**config.mk**
```make
export PLATFORM = sky130hd
export DESIGN_NAME = serial_control_port
export DESIGN_NICKNAME = d
export VERILOG_FILES = /design/src/pkg/serial_port_pkg.sv /design/src/hw/pin_sync.sv /design/src/hw/serial_control_port.sv
export SDC_FILE = /design/constraint.sdc
export NUM_CORES = 1
export LEC_CHECK = 0
export BUFFER_PORTS_ARGS = -buffer_cell sky130_fd_sc_hd__buf_2
export CAP_MARGIN = 20
export CORE_ASPECT_RATIO = 1.2
export CORE_MARGIN = 10
export CORE_UTILIZATION = 40
export CTS_CLUSTER_SIZE = 12
export DETAILED_ROUTE_END_ITERATION = 8
export GPL_TIMING_DRIVEN = 0
export PLACE_DENSITY = 0.6
export SYNTH_ARGS = -nofsm -noshare
export SYNTH_HDL_FRONTEND = slang
export SYNTH_SLANG_ARGS = --single-unit
```
**constraint.sdc**
```tcl
create_clock -name i_mclk -period 30 [get_ports i_mclk]
set_input_delay 9 -clock i_mclk [delete_from_list [all_inputs] [get_ports i_mclk]]
set_output_delay 9 -clock i_mclk [all_outputs]
set_load 0.005 [all_outputs]
```
**src/pkg/serial_port_pkg.sv**
```systemverilog
// Constants shared by the serial control port design files
package serial_port_pkg;
  // Frame layout: read/write indicator, address, data word, MSB first
  localparam int ADDR_W = 4;
  localparam int DATA_W = 16;
  localparam int FRAME_W = 1 + ADDR_W + DATA_W;
  localparam int CNT_W = 5;
  localparam logic [CNT_W-1:0] LAST_BIT = 5'(FRAME_W - 1);
  localparam logic [CNT_W-1:0] DATA_FIRST = 5'(1 + ADDR_W);
  // Register map
  localparam int NREGS = 16;
  localparam logic [ADDR_W-1:0] CTRL_ADDR = 4'h0;
  localparam logic [DATA_W-1:0] CTRL_RESET = 16'h0000;
  localparam logic [DATA_W-1:0] REG_RESET = 16'h0000;
  localparam int CAL_BIT = 15;
  localparam int CAL_CFG_W = 4;
  // Control register fields steered from the pins in pin mode
  localparam int DES_BIT = 7;
  localparam int TPM_BIT = 12;
  localparam int DPS_BIT = 14;
  localparam int PDQ_BIT = 10;
  localparam int PDI_BIT = 11;
endpackage : serial_port_pkg

```
**src/hw/pin_sync.sv**
```systemverilog
// Two-flop synchroniser for a bundle of asynchronous inputs
`timescale 1ns/100ps
module pin_sync #(
  parameter int WIDTH = 1,
  parameter logic [WIDTH-1:0] IDLE = '0
) (
  input wire logic i_mclk,
  input wire logic i_reset,
  input wire logic [WIDTH-1:0] i_async,
  output logic [WIDTH-1:0] o_sync
);
  logic [WIDTH-1:0] meta;

  // First stage feeds only the second stage
  // Reset to the idle levels so no false edge follows reset
  always_ff @(posedge i_mclk or posedge i_reset) begin
    if (i_reset) begin
      meta <= IDLE;
      o_sync <= IDLE;
    end else begin
      meta <= i_async;
      o_sync <= meta;
    end
  end

endmodule : pin_sync

```
**src/hw/serial_control_port.sv**
```systemverilog
// Serial control port with extended-control gating and register file
// What this block does
// - Enable low: serial registers override DES, TPM and DDR phase pins; power-down pins ORed with bits
// - Enable high: port off, registers at defaults
// - Select low: shift in and out on clock
// - Select high: ignore input, output released
// - Calibration pin ORed with control bit
`timescale 1ns/100ps
module serial_control_port
  import serial_port_pkg::*;
(
  input wire logic i_mclk,
  input wire logic i_reset,
  input wire logic i_extended_control_enable_n,
  input wire logic i_serial_select_n,
  input wire logic i_sclk,
  input wire logic i_serial_in,
  output logic o_serial_out,
  output logic o_serial_out_oe,
  input wire logic i_cal_pin,
  input wire logic i_des_pin,
  input wire logic i_tpm_pin,
  input wire logic i_ddr_phase_pin,
  input wire logic i_pdi_pin,
  input wire logic i_pdq_pin,
  output logic o_extended_control_mode,
  output logic o_des_mode,
  output logic o_test_pattern,
  output logic o_ddr_phase,
  output logic o_power_down_i,
  output logic o_power_down_q,
  output logic o_cal_start,
  output logic [DATA_W-1:0] o_ctrl_word
);
  localparam int NSYNC = 10;
  // Enable and select idle high, every other pin idles low
  localparam logic [NSYNC-1:0] PIN_IDLE = 10'h300;
  logic [NSYNC-1:0] raw_pins;
  logic [NSYNC-1:0] sync_pins;
  logic ext_en_n_s, sel_n_s, sclk_s, ser_in_s, cal_s;
  logic des_s, tpm_s, dps_s, pdi_s, pdq_s;
  logic sclk_prev;
  logic [CNT_W-1:0] bit_cnt;
  logic [FRAME_W-1:0] shift_in;
  logic [DATA_W-1:0] shift_out;
  logic is_read;
  logic [DATA_W-1:0] regs [NREGS];
  logic cal_req_prev;
  logic cal_armed;

  assign raw_pins = {i_extended_control_enable_n, i_serial_select_n, i_sclk,
    i_serial_in, i_cal_pin, i_des_pin, i_tpm_pin, i_ddr_phase_pin,
    i_pdi_pin, i_pdq_pin};

  // All pins pass two flops before use
  pin_sync #(.WIDTH(NSYNC), .IDLE(PIN_IDLE)) u_sync (
    .i_mclk(i_mclk),
    .i_reset(i_reset),
    .i_async(raw_pins),
    .o_sync(sync_pins)
  );

  assign {ext_en_n_s, sel_n_s, sclk_s, ser_in_s, cal_s, des_s, tpm_s, dps_s,
    pdi_s, pdq_s} = sync_pins;

  // Mode decode and serial clock edges
  wire ext_mode = !ext_en_n_s;
  wire active = ext_mode && !sel_n_s;
  wire sclk_rise = sclk_s && !sclk_prev;
  wire sclk_fall = !sclk_s && sclk_prev;
  wire [FRAME_W-1:0] next_frame = {shift_in[FRAME_W-2:0], ser_in_s};
  wire frame_done = active && sclk_rise && (bit_cnt == LAST_BIT);
  wire addr_done = active && sclk_rise && (bit_cnt == DATA_FIRST - 5'h1);
  wire [ADDR_W-1:0] rd_addr = next_frame[ADDR_W-1:0];
  // Address sits just below the read/write bit after twenty edges
  wire [ADDR_W-1:0] wr_addr = shift_in[FRAME_W-3 -: ADDR_W];
  wire [DATA_W-1:0] ctrl = regs[CTRL_ADDR];

  // Serial clock edge tracking; the host may park it low
  // Parked clock tolerated
  always_ff @(posedge i_mclk or posedge i_reset) begin
    if (i_reset) begin
      sclk_prev <= 1'b0;
    end else begin
      sclk_prev <= sclk_s;
    end
  end

  // Frame shifter: rising edges capture, count bits within a select
  // Shift on clock
  always_ff @(posedge i_mclk or posedge i_reset) begin
    if (i_reset) begin
      bit_cnt <= '0;
      shift_in <= '0;
      is_read <= 1'b0;
    end else if (!active) begin
      bit_cnt <= '0;
      is_read <= 1'b0;
    end else if (sclk_rise && bit_cnt <= LAST_BIT) begin
      shift_in <= next_frame;
      bit_cnt <= bit_cnt + 5'h1;
      if (bit_cnt == '0) begin
        is_read <= ser_in_s;
      end
    end
  end

  // Read data launched on falling edges after the address
  always_ff @(posedge i_mclk or posedge i_reset) begin
    if (i_reset) begin
      shift_out <= '0;
    end else if (!active) begin
      shift_out <= '0;
    end else if (addr_done) begin
      shift_out <= regs[rd_addr];
    end else if (sclk_fall && bit_cnt > DATA_FIRST) begin
      shift_out <= {shift_out[DATA_W-2:0], 1'b0};
    end
  end

  // Serial output driven only while selected in extended mode
  // Output released when deselected
  always_ff @(posedge i_mclk or posedge i_reset) begin
    if (i_reset) begin
      o_serial_out <= 1'b0;
      o_serial_out_oe <= 1'b0;
    end else begin
      o_serial_out <= active ? shift_out[DATA_W-1] : 1'b0;
      o_serial_out_oe <= active;
    end
  end

  // Register file; held at defaults while extended mode is off
  // Defaults in pin mode
  always_ff @(posedge i_mclk or posedge i_reset) begin
    if (i_reset) begin
      for (int k = 0; k < NREGS; k++) begin
        regs[k] <= (k == 0) ? CTRL_RESET : REG_RESET;
      end
    end else if (!ext_mode) begin
      for (int k = 0; k < NREGS; k++) begin
        regs[k] <= (k == 0) ? CTRL_RESET : REG_RESET;
      end
    end else if (frame_done && !is_read) begin
      regs[wr_addr] <= next_frame[DATA_W-1:0];
    end
  end

  // Mode outputs: pins in pin mode, control register in extended mode; power-down is pin OR bit there
  // Register control selected
  always_ff @(posedge i_mclk or posedge i_reset) begin
    if (i_reset) begin
      o_extended_control_mode <= 1'b0;
      o_des_mode <= 1'b0;
      o_test_pattern <= 1'b0;
      o_ddr_phase <= 1'b0;
      o_power_down_i <= 1'b0;
      o_power_down_q <= 1'b0;
      o_ctrl_word <= CTRL_RESET;
    end else begin
      o_extended_control_mode <= ext_mode;
      o_des_mode <= ext_mode ? ctrl[DES_BIT] : des_s;
      o_test_pattern <= ext_mode ? ctrl[TPM_BIT] : tpm_s;
      o_ddr_phase <= ext_mode ? ctrl[DPS_BIT] : dps_s;
      o_power_down_i <= pdi_s || (ext_mode && ctrl[PDI_BIT]);
      o_power_down_q <= pdq_s || (ext_mode && ctrl[PDQ_BIT]);
      o_ctrl_word <= ctrl;
    end
  end

  // Calibration request: pin OR bit, armed once both are low
  // Calibration OR
  wire cal_req = cal_s || (ext_mode && ctrl[CAL_BIT]);
  always_ff @(posedge i_mclk or posedge i_reset) begin
    if (i_reset) begin
      cal_req_prev <= 1'b1;
      cal_armed <= 1'b0;
      o_cal_start <= 1'b0;
    end else begin
      cal_req_prev <= cal_req;
      o_cal_start <= cal_armed && cal_req && !cal_req_prev;
      if (!cal_req) begin
        cal_armed <= 1'b1;
      end else if (!cal_req_prev && cal_armed) begin
        cal_armed <= 1'b0;
      end
    end
  end

  a_out_release: assert property (
    @(posedge i_mclk) disable iff (i_reset)
    (sel_n_s || ext_en_n_s) |=> !o_serial_out_oe) else
    $error("serial output driven while deselected");

  a_regs_default: assert property (
    @(posedge i_mclk) disable iff (i_reset)
    ext_en_n_s |=> (regs[CTRL_ADDR] == CTRL_RESET)) else
    $error("control register not at default in pin mode");

  a_pin_mode_des: assert property (
    @(posedge i_mclk) disable iff (i_reset)
    ext_en_n_s |=> (o_des_mode == $past(des_s))) else
    $error("mode output ignores pin in pin mode");

  a_cnt_clear: assert property (
    @(posedge i_mclk) disable iff (i_reset)
    !active |=> (bit_cnt == '0)) else
    $error("bit counter not cleared");

  // Calibration start needs a rising request
  a_cal_edge: assert property (
    @(posedge i_mclk) disable iff (i_reset)
    o_cal_start |-> $past(cal_req) && !$past(cal_req, 2)) else
    $error("calibration start without rising request");

  a_write_lands: assert property (
    @(posedge i_mclk) disable iff (i_reset)
    (frame_done && !is_read && ext_mode) |=>
    (regs[$past(wr_addr)] == $past(next_frame[DATA_W-1:0]))) else
    $error("write frame not stored");

  a_ext_flag: assert property (
    @(posedge i_mclk) disable iff (i_reset)
    !ext_en_n_s [*2] |-> o_extended_control_mode) else
    $error("extended mode flag wrong");

  a_park_hold: assert property (
    @(posedge i_mclk) disable iff (i_reset)
    (active && !sclk_s && !sclk_prev) |=> $stable(bit_cnt)) else
    $error("bit count moved with clock parked");
endmodule : serial_control_port

```
**Yosys cells after proc, flatten, opt, wreduce, memory -nomap -nowiden**

Index checks and enable logic that the tools add are counted.

- Register bits: 345
- Word-level logic and storage cells: 100
- Input bits: 12
- Output and inout bits: 25

- Bitwise operators: 2
- Muxes and demuxes: 22
- Reductions and logical operators: 29
- $lt $le $gt $ge: 5
- $add $sub $neg: 1
- Equality and inequality tests: 6

Operators with widths:

| kind | number |
|---|---|
| 256-bit two-way mux | 2 |
| 256-bit bitwise mux | 1 |
| 16-bit two-way mux | 6 |
| 16-bit binary-select mux with 4-bit select | 1 |
| 16-bit demux with 4-bit select | 1 |
| 1-bit logical AND | 16 |
| 5-bit >= comparator, second input constant | 2 |
| 5-bit two-way mux | 2 |
| 4-bit inverter with 5-bit output | 2 |
| 1-bit two-way mux | 9 |
| 1-bit logical NOT | 6 |
| 2-bit by 1-bit != test with 1-bit output, second input constant | 3 |
| 5-bit by 1-bit adder with 5-bit output, second input constant | 1 |
| 5-bit by 3-bit equality test with 1-bit output, second input constant | 1 |
| 5-bit equality test, second input constant | 1 |
| 5-bit by 3-bit greater-than comparator with 1-bit output, second input constant | 1 |
| 5-bit <= comparator, second input constant | 1 |
| 5-bit logical NOT | 1 |
| 5-bit by 1-bit < comparator with 1-bit output, second input constant | 1 |
| 2-bit AND reduction | 2 |
| 1-bit logical OR | 3 |
| 3-bit by 1-bit != test with 1-bit output, second input constant | 1 |
| 2-bit nonzero test | 1 |

**Depth between registers and ports, before layout**

Gate-level depths: netlist of the first run.

- Depth after elaboration: 8
- Gate-level depth with buffers: 8
- Depth with buffers taken out: 6

**Cells and area by module**

From an unflattened synthesis of the first run, not the netlist that was laid out.

- Cells, all modules: 1326
- Area total of the unflattened synthesis: 16000.3 sq um

Modules (own cells, without submodules):

| module | area an instance (sq um) | sequential area each (sq um) | cells each | instances |
|---|---|---|---|---|
| serial_control_port | 15491.1 | 8134.1 | 1305 | 1 |
| pin_sync | 509.2 | 505.5 | 21 | 1 |

**Worst setup path before layout of the first run**

Ideal clock, no wire load.

- Kind: reg2out
- Start point: register o_cal_start
- End point: output o_cal_start
- Setup slack: 20.651 ns
- Data arrival time: 0.349 ns
- Data required time: 21.000 ns
- Stages on the path, launching flop included: 1
- Path buffers: 0
- Cells stage by stage: dfrtp_1

RTL lines:

| item | line | source |
|---|---|---|
| start, declared | serial_control_port.sv:32 | `output logic o_cal_start,` |
| start signal, assigned | serial_control_port.sv:181 | `o_cal_start <= cal_armed && cal_req && !cal_req_prev;` |

No word-level cell between the ends.

==> reports/results.txt, run 1 <==
R2R Path End = shift_out[3]
Post-synth top area share = 0.5308
# hold bufs at CTS = 0
Initial DRC Count = 872
CP arrival = 10.87 ns
Max-cap violations = 0
Die area = 48510 sq um
Status = complete, no violations
Die Ht = 239.3 um
Top-count cell post-synth = dfrtp_1
Setup Viol. Count Final = 0
Worst r2r src = u_sync.o_sync[6]
CTS resizes = 0
Commonest cells in the synthesized netlist = dfrtp_1 (340), nor2_1 (198), mux2i_1 (193)
Cells on worst reg2reg path = 6
Layout cells sized above 1 = 0.1717
EDFF count, synth = 0
Beginning of the critical path = i_reset
Post-Syn Nets = 1340
R2r setup slk = 27.00 ns
Num Clock Sinks = 345
Setup TNS = 0 ns
DR vias = 10820
Worst slew margin = 0.3385
Remaining Overflow, GRT = 0
Final Hold Vio Count = 0
Post-CTS setup buffer count = 0
Dominant synthesized flop cell = dfrtp_1
WP data required = 30.68 ns
Area grow syn2layout = 13.19%
Port bufs = 36
Pre-Repair DR Iteration Count = 5
Final nets = 1418
Core box area = 39740 sq um
Post-Route Skew = 0.01831 ns
DP HPWL = 32260 um
H-tree Lvls = 2
VDD IR-drop max = 0.03645 mV
Post-synthesis async set-or-reset flop share = 1.000
FP Rows = 80
Max Freq = 98.10 MHz
Shortest period the worst path allows = 10.19 ns
Mapped Cells = 1325
Drt drc = 0
Worst-path fanout max = 110
Worst setup SP type = input port
CTS Buf Count = 37
All-Layer GR Usage = 0.1870
Final GP Congestion = 0.8848
Antenna cell count = 0
Hold crit path type = flip-flop to flip-flop
Longest Clk Path Bufs = 3
Die X = 202.7 um
Dpl ws = 19.11 ns
Filler cell count = 3647
Post-synth cell types = 42
Worst setup endpoint = regs[146]
Register clock-pin slew on the reported worst setup and hold paths = 0.06 ns
Starting Density = 0.4034
IO Pins = 37
Largest net degree at the start of global routing = 111
Wire length of the first global-routing pass = 70280 um
Critical path type = input port to asynchronous set/reset pin
Post-DRT Antenna Nets = 0
#FFs+latches synth = 345
Root buffer cell = clkbuf_16
Post-DR wirelength/cell = 22.91 um
Pleak = 7.391 nW
Clock Latency Late Sink = 0.54 ns
Drt total wl = 44900 um
Vias per std cell = 5.520
Mapped Avg Cell Area = 12.10 sq um
Top post-synthesis cells by area = dfrtp_1 (53%), mux2i_1 (12%), mux4_2 (9.1%), nor2_1 (4.6%), nand3_1 (2.6%)
Synth warn = 0
Pwr Density = 55.64 nW/um^2
RSZ-0062 raised after global routing = false
Sequential fraction of the synthesis area = 0.5390
CTS tree = done
Vias in the first global route = 11330
Initial antenna violation count = 0
Final WS setup = 19.81 ns
Max-slew violations = 0
Crit share post-route = 0.3398
Post-Syn Area = 16030 sq um
Yosys top cell by area = dfrtp_1
Crit end category = asynchronous set/reset pin
Least-Margin Pin Slew = 0.9923 ns
-- routing by layer --
layer | wire [um] | up-vias | share of wire | global-route usage
li1 | - | 4903 | - | -
met4 | 946 | 0 | 0.021 | 0.05048
met1 | 19040 | 5622 | 0.42 | 0.2319
met5 | 0 | - | 0 | 0
met3 | 1924 | 59 | 0.043 | 0.02690
met2 | 22980 | 235 | 0.51 | 0.3332
-- worst min path at each step --
stage / startpoint / end / depth (start not counted)
finish: u_sync.meta[3] / u_sync.o_sync[3] / 0
global route: u_sync.meta[6] / u_sync.o_sync[6] / 0
global placement: u_sync.meta[2] / u_sync.o_sync[2] / 0
floorplan: u_sync.meta[0] / u_sync.o_sync[0] / 0
CTS: u_sync.meta[3] / u_sync.o_sync[3] / 0
detailed placement: u_sync.meta[3] / u_sync.o_sync[3] / 0
-- logic make-up after synthesis --
kind of cell | after synthesis | synth area share
adders and majority gates | 3 | 0.002342
buffers and inverters | 145 | 0.04356
and+or+nand+nor | 331 | 0.1069
muxes | 280 | 0.2273
DFF | 345 | 0.5390
AOI/OAI and AO/OA | 221 | 0.08095
-- layout by cell type (no fill, tap or decap), types with 3 or more instances in the layout --
cell	Yosys	routed
nand2_1	3	3
buf_16	0	3
dfstp_2	5	5
o211ai_1	16	16
a22o_1	30	30
nand2b_1	6	6
o21ai_1	84	84
clkbuf_1	77	88
clkbuf_16	0	39
mux2i_1	193	193
mux4_2	65	65
a21oi_1	69	69
nor4_4	13	13
or4_1	3	3
nand3_1	84	84
buf_1	8	8
and2_1	3	3
ha_1	3	3
dfrtp_1	340	340
buf_6	12	12
buf_4	5	5
a31oi_1	15	15
inv_1	6	5
clkbuf_8	0	10
nor2b_1	7	7
buf_2	36	72
mux2_1	10	10
mux2_2	12	12
nor2_1	198	198
-- registers in the layout (all words and copies together) (netlist names), 5 cells and up --
signal and cells:
ctrl 16, u_sync.meta 10, bit_cnt 5, u_sync.o_sync 10, shift_in 19, shift_out 16, regs 240, o_ctrl_word 16
-- worst max-delay path, stage by stage --
cell	delay (ns)
buf_2	0.13
inv_8	0.29
buf_16	0.45
buf_16	0.44
buf_16	0.38
-- report_power, final --
group	total, mW	internal, mW	switching [mW]
Sequential	0.473	0.470	0.00320
Clock	0.448	0.263	0.185
Combinational	0.0881	0.0208	0.0673
Total	1.01	0.754	0.256
-- metrics by stage --
stage	hold WS, ns	power, mW	utilization	cells	instance area [sq um]
after floorplan	0.3312	0.5349	-	1325	16030
after global placement	0.3321	0.5681	0.4247	1894	16880
after detailed placement	0.3397	0.5702	0.4270	1897	16970
after CTS	0.3526	1.018	0.4566	1960	18140
after global routing	0.3636	1.043	0.4566	1960	18140
final	0.3495	1.009	0.4566	1960	18140
-- area by class of cell --
type | instances | area (sq um) | area share
clock buffer | 60 | 1155 | 0.06365
sequential | 345 | 8640 | 0.4762
multi-input combinational | 835 | 6691 | 0.3688
timing repair buffer | 39 | 262.8 | 0.01448
inverter | 7 | 33.78 | 0.001862
tap | 533 | 666.9 | 0.03676
buffer | 138 | 671.9 | 0.03703
clock inverter | 3 | 22.52 | 0.001241
Power figures use the tool's default switching activity.
==> inputs of run 2 (changes only) <==
--- a/config.mk
+++ b/config.mk
@@ -13,7 +13,7 @@
 export CTS_CLUSTER_SIZE = 12
 export DETAILED_ROUTE_END_ITERATION = 8
 export GPL_TIMING_DRIVEN = 0
-export PLACE_DENSITY = 0.6
+export PLACE_DENSITY = 0.62
 export SYNTH_ARGS = -nofsm -noshare
 export SYNTH_HDL_FRONTEND = slang
 export SYNTH_SLANG_ARGS = --single-unit
==> constraint.sdc (replaced) <==
create_clock -name i_mclk -period 8.51 [get_ports i_mclk]
set_input_delay 2.553 -clock i_mclk [delete_from_list [all_inputs] [get_ports i_mclk]]
set_output_delay 2.553 -clock i_mclk [all_outputs]
set_load 0.005 [all_outputs]
==> reports/results.txt, run 2 (synthesis gave the netlist of run 1 again) <==
Status = complete, no violations
VDD IR-drop max = 0.1158 mV (+220%)
Post-DRT Antenna Nets = 0 (unchanged)
Pre-Repair DR Iteration Count = 5 (unchanged)
Die X = 202.7 um (unchanged)
Hold crit path type = flip-flop to flip-flop
Drt total wl = 44720 um (-0.40%)
Port bufs = 36 (unchanged)
Post-DR wirelength/cell = 22.80 um (-0.45%)
RSZ-0062 raised after global routing = false
Cell Area, Placed = 17060 sq um (+0.55%)
Largest Register = regs
Highest routed layer = met4
Util after Layout = 0.4557 (-0.0008820)
Max Freq = 280.4 MHz
FP Rows = 80 (unchanged)
Critical-path cell with the highest stage delay = dfrtp_1
DR WL met2 = 22790 um (-0.82%)
Commonest non-fill, non-tap cell in the layout = dfrtp_1
Crit share post-route = 0.4190
CTS Buf Count = 36 (-2.7%)
Shortest period the worst path allows = 3.566 ns
Initial antenna violation count = 0 (unchanged)
Largest delay contributor family on the critical path = flip-flops
CP Cell Sequence = buf_2
Max-cap violations = 0 (unchanged)
Initial DRC Count = 1270 (+46%)
Final Hold Vio Count = 0 (unchanged)
Least-Margin Pin Slew = 1.020 ns (+0.02791 ns)
CTS tree = done
Layout cells sized above 1 = 0.1702 (-0.001521)
Post-CTS setup buffer count = 0 (unchanged)
# hold bufs at CTS = 0 (unchanged)
Remaining Overflow, GRT = 0 (unchanged)
Design area = 18110 sq um (-0.19%)
Largest net degree at the start of global routing = 45 (-59%)
H-tree Lvls = 2 (unchanged)
Max-slew violations = 0 (unchanged)
Final GP Congestion = 0.8635 (-2.4%)
WP data required = 5.96 ns (-24.72 ns)
Register clock-pin slew on the reported worst setup and hold paths = 0.06 ns (about the same)
Max reg flops = 240 (unchanged)
Critical path type = flip-flop to output port
Pwr Density = 190.5 nW/um^2 (+240%)
Final Non-Filler Cells = 1961 (+0.051%)
Metal3 WL = 2183 um (+13%)
Core box area = 39740 sq um (unchanged)
Post-Route M1 WL = 18250 um (-4.1%)
CTS resizes = 0 (unchanged)
IO Pins = 37 (unchanged)
CP Buf/Inv Count = 1 (-4)
Clock Latency Late Sink = 0.54 ns (about the same)
Final nets = 1423 (+0.35%)
Num Clock Sinks = 345 (unchanged)
CP arrival = 1.01 ns (-9.86 ns)
Most frequent cells in the layout = dfrtp_1 (340), nor2_1 (198), mux2i_1 (193)
DR vias = 10930 (+1.0%)
Die Ht = 239.3 um (unchanged)
Post-Route Skew = 0.02327 ns (+0.004957 ns)
Die area = 48510 sq um (unchanged)
CP peak stage delay = 0.37 ns (-0.08 ns)
Drt drc = 0 (unchanged)
Starting Density = 0.4034 (unchanged)
Worst-path fanout max = 1 (-99%)
Antenna cell count = 0 (unchanged)
DP Cell Count = 1903 (+0.32%)
Worst setup SP type = flip-flop
DP HPWL = 32630 um (+1.1%)
Longest Clk Path Bufs = 3 (unchanged)
Wire length of the first global-routing pass = 70290 um (about the same)
Crit end category = output port
Area grow syn2layout = 12.97%
Root buffer cell = clkbuf_16
Top Registers = regs (240), shift_in (19)
Vias in the first global route = 11510 (+1.6%)
All-Layer GR Usage = 0.1869 (about the same)
Pleak = 7.366 nW (-0.34%)
Setup Viol. Count Final = 0 (unchanged)
Vias per std cell = 5.573 (+0.97%)
Worst slew margin = 0.3199 (-0.01860)
[run 2: cell types whose count changed in the layout (fill, tap and decap cells not counted)]
| cell | previous run | this run |
|---|---|---|
| buf_12 | 0 | 9 |
| clkbuf_8 | 10 | 4 |
| inv_6 | 2 | 0 |
| clkbuf_16 | 39 | 37 |
| buf_16 | 3 | 0 |
| clkbuf_1 | 88 | 91 |
| inv_8 | 1 | 0 |
| clkinvlp_4 | 0 | 1 |
| clkinv_2 | 1 | 3 |
[run 2: final cells by class]
cell class | instances | area, sq um
tap | 533 | 666.9
buffer | 138 | 671.9
multi-input combinational | 835 | 6691
inverter | 7 | 30.03
clock buffer | 55 | 1033
timing repair buffer | 45 | 360.3
clock inverter | 3 | 15.01
sequential | 345 | 8640
fill | 3661 | 21630
[run 2: stage by stage]
stage	setup slack, ns	hold slack, ns	TNS, ns	power, mW
floorplan	1.345	0.3312	0	1.886
global placement	-0.7109	0.3325	-224.37	2.001
detailed placement	4.386	0.3362	0	2.013
CTS	4.912	0.3505	0	3.475
global route	4.779	0.3537	0	3.557
finish	4.944	0.3495	0	3.451
[run 2: report_power, final]
part | total (mW) | switching [mW] | internal (mW)
clock network | 1.47 | 0.636 | 0.831
registers | 1.67 | 0.0110 | 1.66
logic | 0.315 | 0.238 | 0.0776
total | 3.45 | 0.884 | 2.57
[run 2: per-layer routing]
metal,vias to the layer above,GRT usage
met5,-,0
met4,0,0.06994
met3,92,0.02609
met2,338,0.3305
met1,5594,0.2271
li1,4905,-
[run 2: path summary, 6_finish.rpt]
| kind | from | to | slack (ns) | cells past startpoint |
|---|---|---|---|---|
| max | o_ctrl_word[10] | o_ctrl_word[10] | 4.94 | 1 |
| min | u_sync.meta[5] | u_sync.o_sync[5] | 0.35 | 0 |
| max reg2reg | u_sync.o_sync[6] | shift_out[4] | 5.51 | 6 |
| min reg2reg | u_sync.meta[5] | u_sync.o_sync[5] | 0.35 | 0 |
| max in group asynchronous | i_reset | u_sync.meta[8] | 4.99 | 5 |
| min in group asynchronous | i_reset | regs[196] | 2.19 | 2 |
[run 2: worst reg2reg max path: stages (launching register included)]
cell and delay, ns:
dfrtp_1 0.32, clkbuf_1 0.69, buf_2 0.57, mux4_2 0.61, a22o_1 0.30, o21ai_1 0.25
a31oi_1 0.12
